$ cat src/pmc_defines.vh
// Constants for the transceiver mode control register block.
`ifndef PMC_DEFINES_VH
`define PMC_DEFINES_VH
`define PMC_REG_ADDR 5'h15
`define PMC_ERRCNT_ADDR 5'h18
`define PMC_BIT_FORCE_LINK_10 14
`define PMC_BIT_FORCE_LINK_100 13
`define PMC_BIT_JABBER_OFF 12
`define PMC_BIT_SEVEN_WIRE 11
`define PMC_BIT_ACT_LAMP 10
`define PMC_BIT_LAMP_SCHEME 9
`define PMC_BIT_FAR_FAULT_OFF 8
`define PMC_BIT_FAR_FAULT_SEND 7
`define PMC_BIT_ERR_FULL 6
`define PMC_BIT_ERR_OFF 5
`define PMC_BIT_WDT_OFF 4
`define PMC_BIT_RLOOP 3
`define PMC_BIT_SCRAMBLE 2
`define PMC_BIT_PCS_BYPASS 1
`define PMC_BIT_FIBRE 0
`define PMC_RW_MASK 16'h7FBF
`define PMC_CNT_RESET 16'h0000
`define PMC_CNT_FULL 16'hFFFF
`endif

$ cat src/pmc_err_counter.v
// Receive error event counter with full indication.
`timescale 1ns/10ps
`default_nettype none
module pmc_err_counter #(
  parameter WIDTH = 16
) (
  input wire clk, // System clock.
  input wire arst_n, // Asynchronous reset, active low.
  input wire enable, // Counting allowed.
  input wire event_in, // One receive error event.
  input wire load, // Software write of the count.
  input wire [WIDTH-1:0] load_value, // Value written.
  output reg [WIDTH-1:0] count, // Current count.
  output wire full // Count saturated.
);
  assign full = &count;

  // The count saturates so that the full indication stays meaningful.
  always @(posedge clk or negedge arst_n) begin
    if (!arst_n) begin
      count <= {WIDTH{1'b0}};
    end else if (load) begin
      count <= load_value;
    end else if (enable && event_in && !full) begin
      count <= count + {{(WIDTH-1){1'b0}}, 1'b1};
    end
  end
endmodule
`default_nettype wire

$ cat src/pmc_mode_control.v
// Mode control register bank of a 10/100 transceiver.
// Notes on behaviour
// - Force 10M link up; also in local loopback.
// - Force 100M transmit ignoring link; negotiation off.
// - Jabber protection off when field is one.
// - Seven-wire interface only when coding sublayer used.
// - Activity lamp: receive only, or duplex-dependent.
// - Lamp scheme standard or advanced; strap reset.
// - Far fault off field, effective in fibre only.
// - Force far fault pattern regardless of detection.
// - Counter-full flag set at full; read clears.
// - Counter-disable field stops error counting.
// - Watchdog disable turns descrambler watchdog off.
// - Remote loopback in 100M when field one; not in fibre mode.
// - Scrambling field; forced zero in fibre mode.
// - Sixteen-bit receive error counter.
`timescale 1ns/10ps
`default_nettype none
`include "pmc_defines.vh"
module pmc_mode_control #(
  parameter CNT_WIDTH = 16
) (
  input wire SYS_CLK, // 250 MHz system clock.
  input wire ARST_N, // Asynchronous reset, active low.
  input wire [4:0] REG_ADDR, // Management register address.
  input wire REG_WR, // Write strobe, one cycle.
  input wire REG_RD, // Read strobe, one cycle.
  input wire [15:0] REG_WDATA, // Write data.
  output reg [15:0] REG_RDATA, // Read data, valid cycle after strobe.
  input wire STRAP_LAMP_SCHEME, // Strap level for lamp scheme.
  input wire STRAP_FAR_FAULT_OFF, // Strap level for far fault disable.
  input wire STRAP_SCRAMBLER, // Strap level for scrambling.
  input wire STRAP_PCS_BYPASS, // Strap level for coding sublayer bypass.
  input wire STRAP_FIBRE, // Strap level for fibre mode.
  input wire NLP_LINK_OK, // Normal link pulse check result.
  input wire LOCAL_LOOPBACK, // Local loopback active.
  input wire TX100_LINK_OK, // 100M link state.
  input wire JABBER_DETECT, // Raw jabber condition.
  input wire FULL_DUPLEX, // Duplex state.
  input wire RX_ACTIVE, // Receive activity.
  input wire TX_ACTIVE, // Transmit activity.
  input wire FAR_FAULT_DETECT, // Far fault seen on line.
  input wire RX_ERROR, // Receive error event.
  output reg LINK10_UP, // Reported 10M link.
  output reg TX100_ENABLE, // 100M transmit allowed.
  output reg JABBER_ACTIVE, // Jabber protection fired.
  output reg SEVEN_WIRE_ACTIVE, // Seven-wire interface in use.
  output reg ACTIVITY_LAMP, // Activity lamp drive.
  output reg LAMP_STANDARD, // Standard lamp scheme selected.
  output reg FAR_FAULT_SEND, // Transmit far fault pattern.
  output reg FAR_FAULT_SEEN, // Far fault detected and enabled.
  output reg WATCHDOG_ON, // Descrambler watchdog enabled.
  output reg REMOTE_LOOPBACK, // Line-side loopback in 100M.
  output reg SCRAMBLE_ON, // Scrambling active.
  output reg PCS_BYPASS, // Coding sublayer bypassed.
  output reg FIBRE_MODE // Fibre mode selected.
);
  //////////////////////////////////////////////////////////////////////////////
  reg [15:0] ctrl;
  reg [15:0] next_ctrl;
  reg [15:0] next_rdata;
  reg err_full_flag;
  reg next_err_full_flag;
  reg next_lamp;
  reg strap_taken;
  wire [CNT_WIDTH-1:0] err_count;
  wire err_full;
  wire wr_ctrl;
  wire rd_ctrl;
  wire wr_cnt;
  wire rd_cnt;
  wire fibre;
  wire far_fault_hit;

  // True when a strobe addresses the given register.
  function reg_hit;
    input strobe;
    input [4:0] addr;
    input [4:0] target;
    begin
      reg_hit = strobe && (addr == target);
    end
  endfunction

  assign wr_ctrl = reg_hit(REG_WR, REG_ADDR, `PMC_REG_ADDR);
  assign rd_ctrl = reg_hit(REG_RD, REG_ADDR, `PMC_REG_ADDR);
  assign wr_cnt = reg_hit(REG_WR, REG_ADDR, `PMC_ERRCNT_ADDR);
  assign rd_cnt = reg_hit(REG_RD, REG_ADDR, `PMC_ERRCNT_ADDR);
  assign fibre = ctrl[`PMC_BIT_FIBRE];
  // Far fault detection counts only in fibre mode and while not disabled.
  assign far_fault_hit = fibre & ~ctrl[`PMC_BIT_FAR_FAULT_OFF] & FAR_FAULT_DETECT;

  pmc_err_counter #(.WIDTH(CNT_WIDTH)) u_cnt (
    .clk(SYS_CLK),
    .arst_n(ARST_N),
    .enable(~ctrl[`PMC_BIT_ERR_OFF]),
    .event_in(RX_ERROR),
    .load(wr_cnt),
    .load_value(REG_WDATA[CNT_WIDTH-1:0]),
    .count(err_count),
    .full(err_full)
  );

  //////////////////////////////////////////////////////////////////////////////
  // Next control word; straps land once, on the first edge after reset release.
  always @* begin
    next_ctrl = ctrl;
    if (!strap_taken) begin
      next_ctrl[`PMC_BIT_LAMP_SCHEME] = STRAP_LAMP_SCHEME;
      next_ctrl[`PMC_BIT_FAR_FAULT_OFF] = STRAP_FAR_FAULT_OFF;
      next_ctrl[`PMC_BIT_SCRAMBLE] = STRAP_SCRAMBLER;
      next_ctrl[`PMC_BIT_PCS_BYPASS] = STRAP_PCS_BYPASS;
      next_ctrl[`PMC_BIT_FIBRE] = STRAP_FIBRE;
    end else if (wr_ctrl) begin
      next_ctrl = REG_WDATA & `PMC_RW_MASK;
    end
    // Scrambling cannot stay on in fibre mode, whatever was written or strapped.
    if (next_ctrl[`PMC_BIT_FIBRE]) begin
      next_ctrl[`PMC_BIT_SCRAMBLE] = 1'b0;
    end
  end

  always @(posedge SYS_CLK or negedge ARST_N) begin
    if (!ARST_N) begin
      ctrl <= 16'h0000;
      strap_taken <= 1'b0;
    end else begin
      ctrl <= next_ctrl;
      strap_taken <= 1'b1;
    end
  end

  //////////////////////////////////////////////////////////////////////////////
  // Full flag: a set in the same cycle as a clearing read wins.
  always @* begin
    next_err_full_flag = err_full_flag;
    if (err_full) begin
      next_err_full_flag = 1'b1;
    end else if (rd_ctrl) begin
      next_err_full_flag = 1'b0;
    end
  end

  always @(posedge SYS_CLK or negedge ARST_N) begin
    if (!ARST_N) begin
      err_full_flag <= 1'b0;
    end else begin
      err_full_flag <= next_err_full_flag;
    end
  end

  //////////////////////////////////////////////////////////////////////////////
  // Read data holds between reads; unmapped addresses read as zero.
  always @* begin
    next_rdata = REG_RDATA;
    if (rd_ctrl) begin
      next_rdata = {ctrl[15:7], err_full_flag, ctrl[5:0]};
    end else if (rd_cnt) begin
      next_rdata = err_count;
    end else if (REG_RD) begin
      next_rdata = 16'h0000;
    end
  end

  always @(posedge SYS_CLK or negedge ARST_N) begin
    if (!ARST_N) begin
      REG_RDATA <= 16'h0000;
    end else begin
      REG_RDATA <= next_rdata;
    end
  end

  //////////////////////////////////////////////////////////////////////////////
  // Activity lamp: receive only when so configured or in full duplex.
  always @* begin
    if (ctrl[`PMC_BIT_ACT_LAMP] || FULL_DUPLEX) begin
      next_lamp = RX_ACTIVE;
    end else begin
      next_lamp = RX_ACTIVE | TX_ACTIVE;
    end
  end

  // Link, transmit and protection overrides.
  always @(posedge SYS_CLK or negedge ARST_N) begin
    if (!ARST_N) begin
      LINK10_UP <= 1'b0;
      TX100_ENABLE <= 1'b0;
      JABBER_ACTIVE <= 1'b0;
      WATCHDOG_ON <= 1'b0;
    end else begin
      LINK10_UP <= ctrl[`PMC_BIT_FORCE_LINK_10] | LOCAL_LOOPBACK | NLP_LINK_OK;
      TX100_ENABLE <= ctrl[`PMC_BIT_FORCE_LINK_100] | TX100_LINK_OK;
      JABBER_ACTIVE <= JABBER_DETECT & ~ctrl[`PMC_BIT_JABBER_OFF];
      WATCHDOG_ON <= ~ctrl[`PMC_BIT_WDT_OFF];
    end
  end

  // Interface and lamp selection.
  always @(posedge SYS_CLK or negedge ARST_N) begin
    if (!ARST_N) begin
      SEVEN_WIRE_ACTIVE <= 1'b0;
      ACTIVITY_LAMP <= 1'b0;
      LAMP_STANDARD <= 1'b0;
      PCS_BYPASS <= 1'b0;
    end else begin
      SEVEN_WIRE_ACTIVE <= ctrl[`PMC_BIT_SEVEN_WIRE] & ~ctrl[`PMC_BIT_PCS_BYPASS];
      ACTIVITY_LAMP <= next_lamp;
      LAMP_STANDARD <= ctrl[`PMC_BIT_LAMP_SCHEME];
      PCS_BYPASS <= ctrl[`PMC_BIT_PCS_BYPASS];
    end
  end

  // Line coding, loopback and far-end fault.
  always @(posedge SYS_CLK or negedge ARST_N) begin
    if (!ARST_N) begin
      FAR_FAULT_SEND <= 1'b0;
      FAR_FAULT_SEEN <= 1'b0;
      REMOTE_LOOPBACK <= 1'b0;
      SCRAMBLE_ON <= 1'b0;
      FIBRE_MODE <= 1'b0;
    end else begin
      FAR_FAULT_SEND <= ctrl[`PMC_BIT_FAR_FAULT_SEND] | far_fault_hit;
      FAR_FAULT_SEEN <= far_fault_hit;
      REMOTE_LOOPBACK <= ctrl[`PMC_BIT_RLOOP] & ~fibre;
      SCRAMBLE_ON <= ctrl[`PMC_BIT_SCRAMBLE] & ~fibre;
      FIBRE_MODE <= fibre;
    end
  end
endmodule
`default_nettype wire

$ cat config.mk
export PLATFORM = sky130hd
export DESIGN_NAME = pmc_mode_control
export DESIGN_NICKNAME = d
export VERILOG_FILES = /design/src/pmc_err_counter.v /design/src/pmc_mode_control.v
export VERILOG_INCLUDE_DIRS = /design/src /design/src/src
export SDC_FILE = /design/constraint.sdc
export NUM_CORES = 1
export LEC_CHECK = 0
export ABC_AREA = 1
export BUFFER_PORTS_ARGS = -buffer_cell sky130_fd_sc_hd__clkbuf_2
export CAP_MARGIN = 0
export CORE_MARGIN = 8
export CORE_UTILIZATION = 47
export DETAILED_ROUTE_END_ITERATION = 6
export GPL_TIMING_DRIVEN = 0
export PLACE_DENSITY_LB_ADDON = 0.2
export RECOVER_POWER = 25
export SYNTH_ARGS = -nofsm -noshare
export SYNTH_HDL_FRONTEND = slang
export SYNTH_SLANG_ARGS = --single-unit
$ cat constraint.sdc
create_clock -name SYS_CLK -period 5.7 [get_ports SYS_CLK]
set_clock_uncertainty 0.2 [all_clocks]
set_input_delay 0.285 -clock SYS_CLK [delete_from_list [all_inputs] [get_ports SYS_CLK]]
set_output_delay 0.285 -clock SYS_CLK [all_outputs]
set_load 0.02 [all_outputs]
==> results.py, run 1 <==
metrics = {
    "run_status": {
        "status": "completed",
    },
    "sta": {
        "fmax_mhz": 447,
        "drv_slew": 0,
        "relSlewSlack_pct": 46.0,
        "hold_ws_ns": 0.0496,
        "grt_setup_unrepaired": "false",
        "fin_setup_tns_ns": 0,
        "fin_ws_ns": 3.46,
        "finalHoldViolations": 0,
        "period_needed_ns": 2.24,
        "timing.final.crit_share_pct": 39.2,
        "setup_viol": 0,
        "tightest_slew_ns": 0.810,
    },
    "clocking": {
        "cts_root_buf": "clkbuf_8",
        "htreeDepth": 3,
        "cts_setup_buffers": 0,
        "cts_resized": 0,
        "clk_latency_ns": 0.36,
        "clock-sinks": 61,
        "numCtsBuffers": 9,
        "clkTransAtPathRegs_ns": 0.07,
        "cts_buffer_depth": 2,
        "cts_tree": "done",
    },
    "grt": {
        "grt_pass1_wl_um": 13800,
        "grt_use_met3_pct": 4.41,
        "overflow": 0,
        "use_met1_pct": 25.4,
        "grt_max_degree": 62,
        "grt_pass1_vias": 2831,
        "grt_use_met2_pct": 32.3,
        "grt_most_used_layer": "met2",
        "grtUsageTotal_pct": 20.2,
        "antenna_found_initial": 0,
    },
    "worst_setup_path": {
        "worstPathMaxFanout": 10,
        "worstReg2RegStart": "strap_taken",
        "reg2reg_to": "ctrl[9]",
        "critPathKind": "reg -> reg",
        "end_kind": "register",
        "reg2reg_depth": 6,
        "worstSetupStartpoint": "strap_taken",
        "crit_path_start_kind": "register",
        "ff2ff_setup_slack_ns": 3.46,
        "crit_required_ns": 5.80,
        "crit_arrival_ns": 2.33,
    },
    "route": {
        "avgViaCountPerCell": 5.15,
        "wirelength_um": 8390,
        "ant_nets": 0,
        "remaining_drc_errors": 0,
        "wl_per_cell_um": 15.2,
        "num_vias": 2840,
        "dr.pass1.iters": 5,
        "first_iter_violations": 207,
    },
    "die": {
        "core_area_um2": 6200,
        "initial_core_util_pct": 47.6,
        "ios": 68,
        "die-area_um2": 9080,
        "dieHeight_um": 95.3,
        "fp-row-count": 29,
        "die_w_um": 95.3,
    },
    "layout": {
        "drive_gt1_share_pct": 17.5,
        "utilization_pct": 62.4,
        "fillers": 562,
        "areaGrowthSynthToFinish_pct": 31.0,
        "nNetsFinal": 510,
        "antenna_cells": 0,
    },
    "synth": {
        "synth_edf_count": 0,
        "ys_top_cells_by_area": "dfrtp_1, nand2_1, nand3_1",
        "syn_area_per_cell_um2": 8.07,
        "ys_warn_count": 0,
        "synth.distinct_cells": 29,
        "yosysTopAreaCell": "dfrtp_1",
        "synth_common_cells": "nand2_1, dfrtp_1, inv_1, nand3_1, nor2_1",
        "ys_ff_latch": 61,
        "yosysMostFrequentCell": "nand2_1",
        "synth_cells": 366,
        "ys.flop_type": "dfrtp_1",
        "syn-num-nets": 406,
        "async_reset_ff_share_pct": 100,
        "synth-seq-area-share_pct": 51.7,
        "synth_top_area_share_pct": 51.7,
        "netlist_area_um2": 2960,
    },
    "placed_design": {
        "pre_cts_slack_ns": 3.58,
        "dp_hpwl_um": 5850,
        "place_congestion": 0.908,
        "io_buffers": 67,
    },
    "pwr": {
        "leakage_nw": 1.96,
        "ir_worst_vdd_mv": 0.204,
        "p_per_area_nw_per_um2": 340,
    },
    "flow_run": {
        "cap_viol_max_count": 0,
    },
    "hold_path": {
        "worstHoldStart": "REG_WDATA[6]",
        "worstHoldPathCells": 5,
        "min_path_type": "in -> reg",
        "whs_endpoint": "u_cnt.count[6]",
    },
}
==> power by group <==
part	internal [mW]	switching, mW
clock	0.311	0.176
sequential	0.499	0.0660
combinational	0.102	0.162
total	0.912	0.403
==> what timing repair did <==
action / CTS / global route
hold endpoints to repair: 86 / 0
setup endpoints to repair: 0 / 0
hold buffers: 26 / 0
==> logic make-up (layout without fill, tap and decap cells) <==
family / Yosys count / count (layout) / share of synthesized area (%)
XOR/XNOR: 2 / 2 / 0.593
AND/OR/NAND/NOR: 218 / 218 / 32.0
buffers and inverters: 46 / 154 / 6.18
flip-flops: 61 / 61 / 51.7
adder cells (fa/ha/maj): 1 / 1 / 0.423
other: 1 / 1 / 0.127
AO/OA/AOI/OAI: 37 / 37 / 9.02
==> stage by stage <==
step / instance area [µm²] / std cells / power, mW
finish: 3870 / 551 / 1.32
global route: 3870 / 551 / 1.38
detailed placement: 3390 / 510 / 0.822
CTS: 3900 / 551 / 1.32
floorplan: 2960 / 366 / 0.730
global placement: 3390 / 510 / 0.812
==> cell type report <==
class / instances / area (µm²) / area share, %
sequential: 61 / 1530 / 39.4
multi-input combinational: 259 / 1250 / 32.2
tap: 77 / 96.3 / 2.49
buffer: 7 / 36.3 / 0.937
clock buffer: 11 / 151 / 3.91
timing repair buffer: 93 / 573 / 14.8
inverter: 39 / 146 / 3.78
clock inverter: 4 / 95.1 / 2.46
==> state kept, by name, indices dropped and copies added, names as in the netlist <==
register / cells
FIBRE_MODE: 1
ctrl: 14
JABBER_ACTIVE: 1
SCRAMBLE_ON: 1
err_full_flag: 1
PCS_BYPASS: 1
FAR_FAULT_SEEN: 1
ACTIVITY_LAMP: 1
u_cnt.count: 16
REMOTE_LOOPBACK: 1
SEVEN_WIRE_ACTIVE: 1
WATCHDOG_ON: 1
LAMP_STANDARD: 1
REG_RDATA: 16
LINK10_UP: 1
FAR_FAULT_SEND: 1
TX100_ENABLE: 1
strap_taken: 1
==> cells in the final DEF (no fill, tap or decap), types with 4 or more instances in the layout <==
| cell | count |
|---|---|
| inv_1 | 36 |
| nor2_1 | 22 |
| nand2_1 | 142 |
| clkbuf_8 | 11 |
| o21ai_2 | 4 |
| nand3_1 | 36 |
| clkbuf_1 | 24 |
| o21ai_0 | 13 |
| o221ai_1 | 7 |
| dlygate4sd3_1 | 26 |
| clkbuf_2 | 46 |
| nand4_1 | 6 |
| dfrtp_1 | 61 |
| o211ai_1 | 10 |
==> how the worst max path moves through the flow <==
stage / to / cells after the start / slack [ns]
4_1_cts: ctrl[9] / 6 / 3.47
5_1_grt: ctrl[9] / 6 / 3.35
6_report: ctrl[9] / 6 / 3.46
2_1_floorplan: u_cnt.count[2] / 9 / 3.89
3_3_place_gp: u_cnt.count[4] / 9 / 3.61
3_5_place_dp: u_cnt.count[15] / 8 / 3.58
==> critical path, cell delays in order, from the launching register on <==
cell           delay, ns
dfrtp_1             0.39
inv_1               0.13
nor2_2              0.40
buf_2               0.33
nand2_1             0.08
nand3_1             0.09
dlygate4sd3_1       0.55
==> layer usage <==
layer	vias to the layer above	part of all wire, %
met5	-	0
li1	1389	-
met1	1363	45
met3	14	5.3
met4	0	2.2
met2	74	48
Power figures use the tool's default switching activity.
==> run 2: changes to the inputs <==
clock period = 2.1 ns   (was 5.7 ns; I/O delays follow)
==> run 2 against run 1 <==
Effect of this change:
- register-to-register slack got worse by 3.3 ns
- final area is 2.3% higher
- worst setup slack worse by 3.3 ns
- global-route usage increased by 0.40 points
- first-iteration DRC count rose by 0.97%
- via count increased by 0.74%
- die area did not move
- clock-buffer cell count stayed put
- final cell count up 1.8%
- sequential share of layout area decreased by 0.90 points
- non-clock buffer count increased by 10
- combinational power increased to 2.8 times the previous value
==> results.py, run 2 (synthesis results as in run 1) <==
metrics = {
    "run_status": {
        "status": "completed",
    },
    "die": {
        "dieHeight_um": 95.3,
        "die-area_um2": 9080,
        "core_area_um2": 6200,
        "ios": 68,
        "initial_core_util_pct": 47.6,
        "fp-row-count": 29,
        "die_w_um": 95.3,
    },
    "sta": {
        "grt_setup_unrepaired": "false",
        "finalHoldViolations": 0,
        "tightest_slew_ns": 0.813,
        "timing.final.crit_share_pct": 94.4,
        "relSlewSlack_pct": 45.8,
        "period_needed_ns": 1.98,
        "setup_viol": 0,
        "hold_ws_ns": 0.0544,
        "fin_setup_tns_ns": 0,
        "fin_ws_ns": 0.117,
        "fmax_mhz": 504,
        "drv_slew": 0,
    },
    "placed_design": {
        "placed_cell_area_um2": 3390,
        "dp_hpwl_um": 5850,
        "io_buffers": 67,
        "dpl.cell_count": 510,
        "place_congestion": 0.908,
        "pre_cts_slack_ns": -0.0205,
    },
    "route": {
        "wirelength_um": 8470,
        "avgViaCountPerCell": 5.10,
        "num_vias": 2861,
        "wl_per_cell_um": 15.1,
        "remaining_drc_errors": 0,
        "dr.pass1.iters": 4,
        "ant_nets": 0,
        "first_iter_violations": 209,
    },
    "clocking": {
        "clkTransAtPathRegs_ns": 0.07,
        "htreeDepth": 3,
        "clk_latency_ns": 0.35,
        "cts_root_buf": "clkbuf_8",
        "cts_tree": "done",
        "cts_buffer_depth": 2,
        "numCtsBuffers": 9,
        "clock-sinks": 61,
    },
    "layout": {
        "nNetsFinal": 520,
        "fillers": 558,
        "mostFrequentLayoutCells": "nand2_1, dfrtp_1, clkbuf_2",
        "utilization_pct": 63.8,
        "design_area_um2": 3960,
        "antenna_cells": 0,
        "register_area_um2": 1530,
        "multi_input_area_um2": 1250,
        "final_common_cell": "nand2_1",
        "areaGrowthSynthToFinish_pct": 34.0,
        "fin_cells": 561,
        "top_regs": "REG_RDATA (16), u_cnt.count (16), ctrl (14)",
        "drive_gt1_share_pct": 16.5,
    },
    "worst_setup_path": {
        "ff2ff_setup_slack_ns": 0.12,
        "worstReg2RegStart": "u_cnt.count[0]",
        "reg2reg_to": "u_cnt.count[6]",
        "reg2reg_depth": 9,
        "end_kind": "register",
        "critPathKind": "reg -> reg",
        "crit_arrival_ns": 2.01,
        "crit_path_start_kind": "register",
        "worstPathMaxFanout": 10,
        "crit_required_ns": 2.13,
    },
    "grt": {
        "overflow": 0,
        "grt_max_degree": 62,
        "grt_pass1_wl_um": 14100,
        "antenna_found_initial": 0,
        "grt_pass1_vias": 2914,
        "grtUsageTotal_pct": 20.6,
    },
    "hold_path": {
        "min_path_type": "in -> reg",
        "worstHoldPathCells": 6,
        "worstHoldStart": "REG_WR",
        "whs_endpoint": "ctrl[2]",
    },
    "pwr": {
        "ir_worst_vdd_mv": 0.555,
        "fin_total_pwr_mw": 3.59,
        "leakage_nw": 1.98,
        "p_per_area_nw_per_um2": 905,
    },
    "flow_run": {
        "cap_viol_max_count": 0,
    },
}
==> run 2: worst max-delay path: stages (launching register included) <==
cell and delay [ns]:
dfrtp_1 0.46, ha_1 0.26, nand2_4 0.10, nor2_8 0.16, nand2_4 0.08, o21ai_4 0.21
nand2_4 0.11, buf_6 0.17, nand2_2 0.06, o21ai_2 0.04
==> run 2: routing by layer <==
layer / vias up / global-route usage (%) / wire length, µm / share of wire (%)
met5: - / 0 / 0 / 0
met4: 0 / 9.88 / 148 / 1.7
met3: 13 / 4.25 / 468 / 5.5
met1: 1367 / 25.7 / 3720 / 44
met2: 69 / 33.5 / 4140 / 49
li1: 1412 / - / - / -
==> run 2: how the worst max path moves through the flow <==
stage / startpoint / end
floorplan: u_cnt.count[0] / u_cnt.count[2]
global placement: u_cnt.count[0] / u_cnt.count[4]
detailed placement: u_cnt.count[0] / u_cnt.count[15]
CTS: u_cnt.count[0] / u_cnt.count[14]
global route: strap_taken / ctrl[8]
finish: u_cnt.count[0] / u_cnt.count[6]
==> run 2: power breakdown <==
part | internal, mW | switching, mW
registers | 1.36 | 0.180
clock network | 0.845 | 0.471
logic | 0.290 | 0.444
==> run 2: final cells by class <==
cell class | count | share of cell area [%]
inverters | 39 | 3.70
plain buffers | 7 | 0.916
well taps | 77 | 2.43
clock buffers | 11 | 3.82
clock inverters | 4 | 2.40
flip-flops and latches | 61 | 38.5
multi-input cells | 259 | 31.5
repair buffers | 103 | 16.7
==> run 2: what timing repair did <==
action | CTS | global route
setup buffers | 2 | 0
endpoints found under the setup margin | 13 | 7
gates cloned | 0 | 0
gates resized for setup | 0 | 1
hold buffers | 34 | 0
pin swaps | 1 | 0
endpoints found under the hold margin | 103 | 0
